--- src/include/drmp_pkg.sv ---
// Constants and types shared by the descriptor ring message port
package drmp_pkg;
  // Bus and ring widths
  localparam int unsigned AW         = 32;
  localparam int unsigned DW         = 16;
  localparam int unsigned IW         = 8;
  // Response FIFO shape: last flag plus one word
  localparam int unsigned FIFO_DEPTH = 16;
  localparam int unsigned FIFO_W     = 17;
  // Two interrupt identification words lead the area
  localparam logic [31:0] HDR_AREA    = 32'h0000_0004;
  // One descriptor is two words, four bytes
  localparam logic [31:0] DESC_BYTES  = 32'h0000_0004;
  localparam logic [31:0] DESC_HI_OFS = 32'h0000_0002;
  // Envelope fields below text+0
  localparam logic [31:0] LEN_OFS     = 32'h0000_0004;
  localparam logic [31:0] HDR_OFS     = 32'h0000_0002;
  localparam logic [15:0] WORD_BYTES  = 16'h0002;
  // Descriptor high word layout
  localparam int unsigned OWN_BIT    = 15;
  localparam int unsigned FLAG_BIT   = 14;
  localparam int unsigned EHI_W      = 14;
  localparam logic        OWN_HOST   = 1'b0;
  localparam logic        OWN_CTRL   = 1'b1;
  // Envelope header word layout
  localparam int unsigned TYPE_LSB   = 4;
  localparam int unsigned CRED_W     = 4;
  // Reset values
  localparam logic [15:0] CREDIT_RST = 16'h0000;
  localparam logic [7:0]  IDX_RST    = 8'h00;
  // Response message types
  typedef enum logic [3:0] {
    maintenance_packet = 4'h0,
    credit_notice      = 4'h1,
    datagram_packet    = 4'h2,
    sequential_packet  = 4'h3
  } drmp_msg_t;
  // Port sequencer states
  typedef enum logic [3:0] {
    S_IDLE = 4'h0, S_DHI = 4'h1, S_DLO = 4'h2, S_PREV = 4'h3,
    S_LEN  = 4'h4, S_HDR = 4'h5, S_TXT = 4'h6, S_LENW = 4'h7,
    S_DWR  = 4'h8, S_DROP = 4'h9
  } drmp_state_t;
endpackage : drmp_pkg

--- src/hdl/drmp_port.sv ---
// Descriptor ring message port with its response FIFO
`timescale 1ns/1ps

// Response word FIFO, registered ready on the filling side
module drmp_fifo #(
  parameter int unsigned W     = 17,
  parameter int unsigned DEPTH = 16
) (
  // Clock and reset
  input  wire logic         clk,
  input  wire logic         rst,
  // Filling side
  input  wire logic [W-1:0] inData,
  input  wire logic         inValid,
  output logic              inReady,
  // Draining side
  output logic [W-1:0]      outData,
  output logic              outValid,
  input  wire logic         outReady
);
  localparam int unsigned PW = $clog2(DEPTH);
  logic [W-1:0]  mem [DEPTH];        // Storage words
  logic [PW-1:0] wrPtr_reg, wrPtr_next;
  logic [PW-1:0] rdPtr_reg, rdPtr_next;
  logic [PW:0]   count_reg, count_next;
  logic          ready_reg, ready_next;
  logic          push, pop;

  // Pointer and fill level update
  always_comb begin
    push       = inValid && ready_reg;
    pop        = outReady && (count_reg != '0);
    wrPtr_next = push ? wrPtr_reg + 1'b1 : wrPtr_reg;
    rdPtr_next = pop ? rdPtr_reg + 1'b1 : rdPtr_reg;
    count_next = count_reg + {{PW{1'b0}}, push} - {{PW{1'b0}}, pop};
    ready_next = (count_next != (PW+1)'(DEPTH));
  end

  // State registers and storage write
  always_ff @(posedge clk) begin
    if (rst) begin
      wrPtr_reg <= '0;
      rdPtr_reg <= '0;
      count_reg <= '0;
      ready_reg <= 1'b0;
    end else begin
      wrPtr_reg <= wrPtr_next;
      rdPtr_reg <= rdPtr_next;
      count_reg <= count_next;
      ready_reg <= ready_next;
    end
    if (push) begin
      mem[wrPtr_reg] <= inData;
    end
  end

  assign inReady  = ready_reg;
  assign outValid = (count_reg != '0);
  assign outData  = mem[rdPtr_reg];
endmodule : drmp_fifo

module drmp_port (
  // Clock and reset
  input  wire logic        clk,
  input  wire logic        rst,
  // Setup from port initialization
  input  wire logic        runEn,
  input  wire logic [31:0] commBase,
  input  wire logic [7:0]  cmdRingLen,
  input  wire logic [7:0]  rspRingLen,
  input  wire logic        xitionIntEn,
  input  wire logic        pollReq,
  // Host memory master
  output logic             memReq,
  output logic             memWe,
  output logic [31:0]      memAddr,
  output logic [15:0]      memWdata,
  input  wire logic [15:0] memRdata,
  input  wire logic        memAck,
  // Response words from the controller
  input  wire logic [15:0] rspData,
  input  wire logic        rspLast,
  input  wire logic        rspValid,
  output logic             rspReady,
  // Command words to the controller
  output logic [15:0]      cmdData,
  output logic             cmdLast,
  output logic             cmdValid,
  input  wire logic        cmdReady,
  // Host interrupt and credit total
  output logic             hostIrq,
  output logic             irqRsp,
  output logic [15:0]      creditTotal
);
  drmp_pkg::drmp_state_t state_reg, state_next;   // Sequencer
  logic        memReq_reg, memReq_next;           // Bus request
  logic        memWe_reg, memWe_next;             // Write access
  logic [31:0] memAddr_reg, memAddr_next;         // Byte address
  logic [15:0] memWdata_reg, memWdata_next;       // Write word
  logic        isRsp_reg, isRsp_next;             // Ring in use
  logic [7:0]  cmdIdx_reg, cmdIdx_next;           // Command slot
  logic [7:0]  rspIdx_reg, rspIdx_next;           // Response slot
  logic        cmdPend_reg, cmdPend_next;         // Poll owed
  logic [15:0] descHi_reg, descHi_next;           // Descriptor hi
  logic [31:0] envAddr_reg, envAddr_next;         // Text+0 address
  logic        prevOwn_reg, prevOwn_next;         // Prior slot owner
  logic [15:0] bufLen_reg, bufLen_next;           // Length field
  logic [15:0] count_reg, count_next;             // Bytes moved
  logic [15:0] hdr_reg, hdr_next;                 // Id, type, credits
  logic        haveHdr_reg, haveHdr_next;         // Message open
  logic        msgDone_reg, msgDone_next;         // Last word sent
  logic [15:0] cmdData_reg, cmdData_next;         // Command word
  logic        cmdLast_reg, cmdLast_next;
  logic        cmdValid_reg, cmdValid_next;
  logic        irq_reg, irq_next;                 // Interrupt pulse
  logic        irqRsp_reg, irqRsp_next;
  logic [15:0] credit_reg, credit_next;           // Credit sum
  // Launch request and address arithmetic
  logic        go, lWe, ack, fifoPop, fifoValid, fifoLast;
  logic [31:0] lAddr, rspBase, cmdBase, ringBase, descAddr, prevAddr;
  logic [15:0] lData, fifoWord;
  logic [7:0]  curIdx, curLen, prevIdx, nextIdx;
  logic [16:0] nextCount;

  // Response word buffer
  drmp_fifo #(.W(drmp_pkg::FIFO_W), .DEPTH(drmp_pkg::FIFO_DEPTH)) i_drmp_fifo (
    .clk      (clk),
    .rst      (rst),
    .inData   ({rspLast, rspData}),
    .inValid  (rspValid),
    .inReady  (rspReady),
    .outData  ({fifoLast, fifoWord}),
    .outValid (fifoValid),
    .outReady (fifoPop)
  );

  // Area layout and slot addresses
  always_comb begin
    rspBase  = commBase + drmp_pkg::HDR_AREA;
    cmdBase  = rspBase + {22'h000000, rspRingLen, 2'b00};
    ringBase = isRsp_reg ? rspBase : cmdBase;
    curIdx   = isRsp_reg ? rspIdx_reg : cmdIdx_reg;
    curLen   = isRsp_reg ? rspRingLen : cmdRingLen;
    prevIdx  = (curIdx == 8'h00) ? curLen - 8'h01 : curIdx - 8'h01;
    nextIdx  = (curIdx + 8'h01 >= curLen) ? 8'h00 : curIdx + 8'h01;
    descAddr = ringBase + {22'h000000, curIdx, 2'b00};
    prevAddr = ringBase + {22'h000000, prevIdx, 2'b00};
    nextCount = {1'b0, count_reg} + {1'b0, drmp_pkg::WORD_BYTES};
  end

  // Sequencer, bus launch and stream control
  always_comb begin
    state_next = state_reg;      memReq_next = memReq_reg;
    memWe_next = memWe_reg;      memAddr_next = memAddr_reg;
    memWdata_next = memWdata_reg; isRsp_next = isRsp_reg;
    cmdIdx_next = cmdIdx_reg;    rspIdx_next = rspIdx_reg;
    cmdPend_next = cmdPend_reg;  descHi_next = descHi_reg;
    envAddr_next = envAddr_reg;  prevOwn_next = prevOwn_reg;
    bufLen_next = bufLen_reg;    count_next = count_reg;
    hdr_next = hdr_reg;          haveHdr_next = haveHdr_reg;
    msgDone_next = msgDone_reg;  cmdData_next = cmdData_reg;
    cmdLast_next = cmdLast_reg;  irqRsp_next = irqRsp_reg;
    credit_next = credit_reg;    irq_next = 1'b0;
    go = 1'b0;  lWe = 1'b0;  lAddr = descAddr;  lData = 16'h0000;
    fifoPop = 1'b0;
    ack = memReq_reg && memAck;
    // Stream hand-off clears the command slot
    cmdValid_next = cmdValid_reg && !cmdReady;
    if (pollReq) begin
      cmdPend_next = 1'b1;
    end
    case (state_reg)
      drmp_pkg::S_IDLE: begin
        if (runEn && cmdPend_reg) begin
          isRsp_next = 1'b0;
          state_next = drmp_pkg::S_DHI;
        end else if (runEn && haveHdr_reg) begin
          isRsp_next = 1'b1;
          state_next = drmp_pkg::S_DHI;
        end else if (runEn && fifoValid) begin
          // Open a response: take its header word
          fifoPop = 1'b1;
          hdr_next = fifoWord;
          msgDone_next = fifoLast;
          credit_next = credit_reg + {12'h000, fifoWord[3:0]};
          if (fifoWord[7:4] == drmp_pkg::datagram_packet ||
              fifoWord[7:4] == drmp_pkg::sequential_packet ||
              fifoWord[7:4] == drmp_pkg::maintenance_packet) begin
            haveHdr_next = 1'b1;
          end else if (!fifoLast) begin
            state_next = drmp_pkg::S_DROP;
          end
        end
      end
      drmp_pkg::S_DHI: begin
        go = 1'b1;
        lAddr = descAddr + drmp_pkg::DESC_HI_OFS;
        if (ack) begin
          if (memRdata[drmp_pkg::OWN_BIT] != drmp_pkg::OWN_CTRL) begin
            // Host still owns the slot; leave it alone
            // A poll request in this cycle wins over the clear
            if (!isRsp_reg && !pollReq) begin
              cmdPend_next = 1'b0;
            end
            state_next = drmp_pkg::S_IDLE;
          end else begin
            descHi_next = memRdata;
            state_next = drmp_pkg::S_DLO;
          end
        end
      end
      drmp_pkg::S_DLO: begin
        go = 1'b1;
        if (ack) begin
          envAddr_next = {2'b00, descHi_reg[drmp_pkg::EHI_W-1:0],
                          memRdata[15:1], 1'b0};
          state_next = drmp_pkg::S_PREV;
        end
      end
      drmp_pkg::S_PREV: begin
        // Prior slot owner tells full or empty ring
        go = 1'b1;
        lAddr = prevAddr + drmp_pkg::DESC_HI_OFS;
        if (ack) begin
          prevOwn_next = memRdata[drmp_pkg::OWN_BIT];
          state_next = drmp_pkg::S_LEN;
        end
      end
      drmp_pkg::S_LEN: begin
        go = 1'b1;
        lAddr = envAddr_reg - drmp_pkg::LEN_OFS;
        if (ack) begin
          bufLen_next = memRdata;
          count_next = 16'h0000;
          state_next = drmp_pkg::S_HDR;
        end
      end
      drmp_pkg::S_HDR: begin
        lAddr = envAddr_reg - drmp_pkg::HDR_OFS;
        if (isRsp_reg) begin
          go = 1'b1;
          lWe = 1'b1;
          lData = hdr_reg;
          if (ack) begin
            state_next = msgDone_reg ? drmp_pkg::S_LENW : drmp_pkg::S_TXT;
          end
        end else begin
          go = !cmdValid_reg;
          if (ack) begin
            cmdData_next = memRdata;
            cmdLast_next = (bufLen_reg == 16'h0000);
            cmdValid_next = 1'b1;
            state_next = (bufLen_reg == 16'h0000) ? drmp_pkg::S_DWR
                                                  : drmp_pkg::S_TXT;
          end
        end
      end
      drmp_pkg::S_TXT: begin
        lAddr = envAddr_reg + {16'h0000, count_reg};
        if (!isRsp_reg) begin
          go = !cmdValid_reg;
          if (ack) begin
            cmdData_next = memRdata;
            cmdLast_next = (nextCount >= {1'b0, bufLen_reg});
            cmdValid_next = 1'b1;
            count_next = nextCount[15:0];
            if (nextCount >= {1'b0, bufLen_reg}) begin
              state_next = drmp_pkg::S_DWR;
            end
          end
        end else if (!memReq_reg && nextCount > {1'b0, bufLen_reg}) begin
          state_next = drmp_pkg::S_LENW;
        end else begin
          go = fifoValid;
          lWe = 1'b1;
          lData = fifoWord;
          if (ack) begin
            fifoPop = 1'b1;
            count_next = nextCount[15:0];
            if (fifoLast) begin
              msgDone_next = 1'b1;
              state_next = drmp_pkg::S_LENW;
            end
          end
        end
      end
      drmp_pkg::S_LENW: begin
        go = 1'b1;
        lWe = 1'b1;
        lAddr = envAddr_reg - drmp_pkg::LEN_OFS;
        lData = count_reg;
        if (ack) begin
          state_next = drmp_pkg::S_DWR;
        end
      end
      drmp_pkg::S_DWR: begin
        // Hand the slot back with the flag set
        go = 1'b1;
        lWe = 1'b1;
        lAddr = descAddr + drmp_pkg::DESC_HI_OFS;
        lData = {drmp_pkg::OWN_HOST, 1'b1,
                 descHi_reg[drmp_pkg::EHI_W-1:0]};
        if (ack) begin
          irq_next = descHi_reg[drmp_pkg::FLAG_BIT] && prevOwn_reg &&
                     xitionIntEn;
          irqRsp_next = isRsp_reg;
          if (isRsp_reg) begin
            rspIdx_next = nextIdx;
            haveHdr_next = !msgDone_reg;
            msgDone_next = 1'b0;
          end else begin
            cmdIdx_next = nextIdx;
          end
          state_next = drmp_pkg::S_IDLE;
        end
      end
      drmp_pkg::S_DROP: begin
        // Discard the words of a dropped message
        fifoPop = fifoValid;
        if (fifoValid && fifoLast) begin
          state_next = drmp_pkg::S_IDLE;
        end
      end
      default: state_next = drmp_pkg::S_IDLE;
    endcase
    // One access at a time, held until acknowledged
    if (ack) begin
      memReq_next = 1'b0;
    end else if (!memReq_reg && go) begin
      memReq_next = 1'b1;
      memWe_next = lWe;
      memAddr_next = lAddr;
      memWdata_next = lData;
    end
  end

  // Register update
  always_ff @(posedge clk) begin
    if (rst) begin
      state_reg <= drmp_pkg::S_IDLE;  memReq_reg <= 1'b0;
      memWe_reg <= 1'b0;   memAddr_reg <= 32'h0000_0000;
      memWdata_reg <= 16'h0000;  isRsp_reg <= 1'b0;
      cmdIdx_reg <= drmp_pkg::IDX_RST;  rspIdx_reg <= drmp_pkg::IDX_RST;
      cmdPend_reg <= 1'b0;  descHi_reg <= 16'h0000;
      envAddr_reg <= 32'h0000_0000;  prevOwn_reg <= 1'b0;
      bufLen_reg <= 16'h0000;  count_reg <= 16'h0000;
      hdr_reg <= 16'h0000;  haveHdr_reg <= 1'b0;  msgDone_reg <= 1'b0;
      cmdData_reg <= 16'h0000;  cmdLast_reg <= 1'b0;
      cmdValid_reg <= 1'b0;  irq_reg <= 1'b0;  irqRsp_reg <= 1'b0;
      credit_reg <= drmp_pkg::CREDIT_RST;
    end else begin
      state_reg <= state_next;  memReq_reg <= memReq_next;
      memWe_reg <= memWe_next;  memAddr_reg <= memAddr_next;
      memWdata_reg <= memWdata_next;  isRsp_reg <= isRsp_next;
      cmdIdx_reg <= cmdIdx_next;  rspIdx_reg <= rspIdx_next;
      cmdPend_reg <= cmdPend_next;  descHi_reg <= descHi_next;
      envAddr_reg <= envAddr_next;  prevOwn_reg <= prevOwn_next;
      bufLen_reg <= bufLen_next;  count_reg <= count_next;
      hdr_reg <= hdr_next;  haveHdr_reg <= haveHdr_next;
      msgDone_reg <= msgDone_next;  cmdData_reg <= cmdData_next;
      cmdLast_reg <= cmdLast_next;  cmdValid_reg <= cmdValid_next;
      irq_reg <= irq_next;  irqRsp_reg <= irqRsp_next;
      credit_reg <= credit_next;
    end
  end

  assign memReq = memReq_reg;      assign memWe = memWe_reg;
  assign memAddr = memAddr_reg;    assign memWdata = memWdata_reg;
  assign cmdData = cmdData_reg;    assign cmdLast = cmdLast_reg;
  assign cmdValid = cmdValid_reg;  assign hostIrq = irq_reg;
  assign irqRsp = irqRsp_reg;      assign creditTotal = credit_reg;
endmodule : drmp_port

--- config.mk ---
export PLATFORM = sky130hd
export DESIGN_NAME = drmp_port
export DESIGN_NICKNAME = d
export VERILOG_FILES = /design/src/include/drmp_pkg.sv /design/src/hdl/drmp_port.sv
export SDC_FILE = /design/constraint.sdc
export NUM_CORES = 1
export LEC_CHECK = 0
export ABC_AREA = 1
export ABC_CLOCK_PERIOD_IN_PS = 8100
export BUFFER_PORTS_ARGS = -buffer_cell sky130_fd_sc_hd__buf_2
export CELL_PAD_IN_SITES_DETAIL_PLACEMENT = 1
export CELL_PAD_IN_SITES_GLOBAL_PLACEMENT = 1
export CORE_MARGIN = 1
export CORE_UTILIZATION = 40
export DETAILED_ROUTE_END_ITERATION = 16
export PLACE_DENSITY_LB_ADDON = 0.1
export REMOVE_ABC_BUFFERS = 1
export SETUP_SLACK_MARGIN = 0.4
export SYNTH_ARGS = -nofsm -noshare
export SYNTH_HDL_FRONTEND = slang
export SYNTH_SLANG_ARGS = --single-unit
--- constraint.sdc ---
create_clock -name clk -period 8.1 [get_ports clk]
set_input_delay 1.62 -clock clk [delete_from_list [all_inputs] [get_ports clk]]
set_output_delay 1.62 -clock clk [all_outputs]
set_load 0.01 [all_outputs]
==> impl_metrics.yaml <==
setup_path:
  required_ps: 8570
  path_class: "reg -> reg"
  slowest_delay_ps: 530
  arrival_ps: 6910
  endpoint_kind: "flip-flop"
  cpMostUsedCell: "nand2_1"
  critPathMaxFanout: 25
  worst-path-buf-inv: 4
  cp-start-kind: "flip-flop"
  cp_slowest_cell: "o21ai_0"
  crit_family: "simple AND/OR/NAND/NOR gates"
route:
  wl_per_cell_um: 22.07
  drc: 0
  dr_total_vias: 26530
  viasPerCell: 5.537
  drt_iter0_markers: 1504
  routed_wirelength_um: 105800
  first_pass_iters: 5
  drtAntennaViolNets: 0
yosys:
  synthArstFlopShare_pct: 0
  synth_compound_area_share_pct: 17.02
  synth_xor_area_share_pct: 2.014
  synthMuxAreaShare_pct: 2.633
  yosys.area_share.simple_pct: 22.50
  yosysWarnings: 0
  ys_ff_latch: 492
  yosys.area_share.adder_pct: 4.227
  yosysSeqAreaShare_pct: 43.52
  synth_ff_type: "edfxtp_1"
  synth_cell_type_count: 58
  synth_top_family_by_area: "simple AND/OR/NAND/NOR gates"
  synth-edff-count: 272
  synth_cells: 3651
  avgSynthCellArea_um2: 7.913
  syn_area_um2: 28890
cts:
  post-cts-setup-buffer-count: 0
  ctsRootBufferMaster: "clkbuf_16"
  cts.clk_slew.worst_paths_ps: 60
  clk_latency_ps: 650
  cts_sinks: 492
  cts_resized: 0
  cts_tree: "yes"
  htree_levels: 2
  numCtsBuffers: 54
  ctsHoldBuffers: 0
  cts_max_path_buffers: 3
die:
  die-area_um2: 73300
  die_w_um: 270.7
  io-pin-count: 176
  fp-row-count: 98
  core-area_um2: 71490
  start_util_pct: 40.41
  die_h_um: 270.7
sta:
  hold_violations: 0
  timing.fmax_mhz: 155.3
  fin_crit_ps: 6439
  rsz0062_at_grt: "no"
  maxSlewHeadroom_pct: 23.56
  finalCritPeriodShare_pct: 79.50
  skew_ps: 55.57
  setup_viol_count_final: 0
  tightestPinTransition_ps: 1142
  tns_ps: 0
  finalMaxSlewViolations: 0
finish:
  layout.nets: 3978
  drive_gt1_share_pct: 11.87
  multi_input_area_um2: 14000
  area_growth_pct: 13.51
  fillers: 8728
  seqCellArea_um2: 12580
  largest_reg_flops: 272
  layout_commonest_cell: "nand2_1"
  final_cell_mix: "nand2_1, inv_1, nor2_1"
grt:
  grt-ovfl-total: 0
  grt_usage_pct: 28.57
  grt_max_degree: 101
  grt_antenna_before_repair: 3
  grt_pass1_wl_um: 162700
  grt_pass1_vias: 27530
placed_design:
  place_hpwl_um: 78450
  place_congestion: 0.9111
  io_buffers: 175
power_and_ir_drop:
  p_leak_uw: 0.01357
  finalPower_uw: 9682
  ir_drop_uv: 237.1
  powerDensity_nw_per_um2: 295.2
flow_run:
  cap_violations: 0
min_path:
  hp-class: "reg -> reg"
status:
  status: "finished clean"
-- per-stage QoR --
stage          hold slack, ps  instances  util (%)  setup slack [ps]  instance area, um^2
4_1_cts                 450.3       4791     45.87              1695                32790
6_report                446.8       4792     45.87              1661                32790
3_3_place_gp            438.2       4689     43.12              1373                30820
2_1_floorplan           429.5       3518         -              1091                28390
5_1_grt                 459.7       4791     45.87             968.3                32790
3_5_place_dp            443.8       4689     43.12              1144                30820
-- worst paths after layout --
check	from	endpoint	slack [ps]	cells after the start
hold / removal	irqRsp$_SDFFE_PP0P_	irqRsp$_SDFFE_PP0P_	450	2
hold reg to reg	irqRsp$_SDFFE_PP0P_	irqRsp$_SDFFE_PP0P_	450	2
setup / recovery	isRsp_reg$_SDFFE_PP0P_	memAddr[29]$_SDFFE_PP0P_	1660	32
setup reg to reg	isRsp_reg$_SDFFE_PP0P_	memAddr[29]$_SDFFE_PP0P_	1660	32
-- layout make-up --
cell class | count | share of cell area (%)
antenna | 1 | 0.007631
tap | 950 | 3.625
timing repair buffer | 221 | 3.732
sequential | 492 | 38.35
inverter | 488 | 5.590
clock buffer | 59 | 4.270
multi-input combinational | 2538 | 42.69
clock inverter | 43 | 1.732
-- tightest hold or removal path: stages (launching register included) --
cell,delay [ps]
dfxtp_1,310
inv_1,40
a21oi_1,50
-- power breakdown --
part / internal [uW] / switching (uW)
logic: 1240 / 2650
registers: 2860 / 211
clock network: 1610 / 1110
-- metal layers --
layer	track usage, %	up-vias	wire, um
met5	0	-	22
met4	8.980	4	3301
met3	3.666	159	4295
met2	51.95	490	53550
met1	34.75	13110	44590
li1	-	12770	-
-- cell families after synthesis --
logic type | after synthesis
muxes | 76
xor gates and xnor gates | 60
and+or+nand+nor | 1436
AOI/OAI and AO/OA | 872
buffers and inverters | 621
DFF | 492
adders and majority gates | 94
-- cells in the mapped netlist, types with 4 or more instances --
cell type | number | area, um^2
xnor2_1 | 10 | 87.58
inv_2 | 9 | 33.78
nor2_4 | 16 | 180.2
a21oi_2 | 4 | 35.03
nand2_2 | 36 | 225.2
nor2_1 | 378 | 1419
nor2_2 | 26 | 162.7
a21oi_1 | 303 | 1516
o221ai_1 | 8 | 70.07
xor2_1 | 47 | 411.6
nand2_4 | 5 | 56.30
nand2_1 | 573 | 2151
buf_1 | 13 | 48.80
ha_1 | 88 | 1101
clkbuf_1 | 117 | 439.2
dfxtp_1 | 220 | 4404
a221oi_1 | 8 | 70.07
o21bai_1 | 8 | 60.06
o2111ai_1 | 8 | 70.07
a31oi_1 | 16 | 100.1
inv_1 | 471 | 1768
nand3_1 | 224 | 1121
clkinv_1 | 8 | 30.03
edfxtp_1 | 272 | 8168
or2_2 | 15 | 93.84
o21a_1 | 6 | 45.04
nand4_1 | 60 | 375.4
mux2i_1 | 76 | 760.7
a211oi_1 | 16 | 120.1
nor3_1 | 58 | 290.3
o22ai_1 | 27 | 168.9
o211ai_1 | 79 | 593.1
fa_1 | 6 | 120.1
nor4_1 | 16 | 100.1
nand3b_1 | 5 | 37.54
o21ai_1 | 14 | 70.07
nor2_8 | 5 | 100.1
nand3_2 | 11 | 110.1
a311oi_1 | 17 | 148.9
o21ai_0 | 341 | 1707
(Power assumes the default switching activity.)
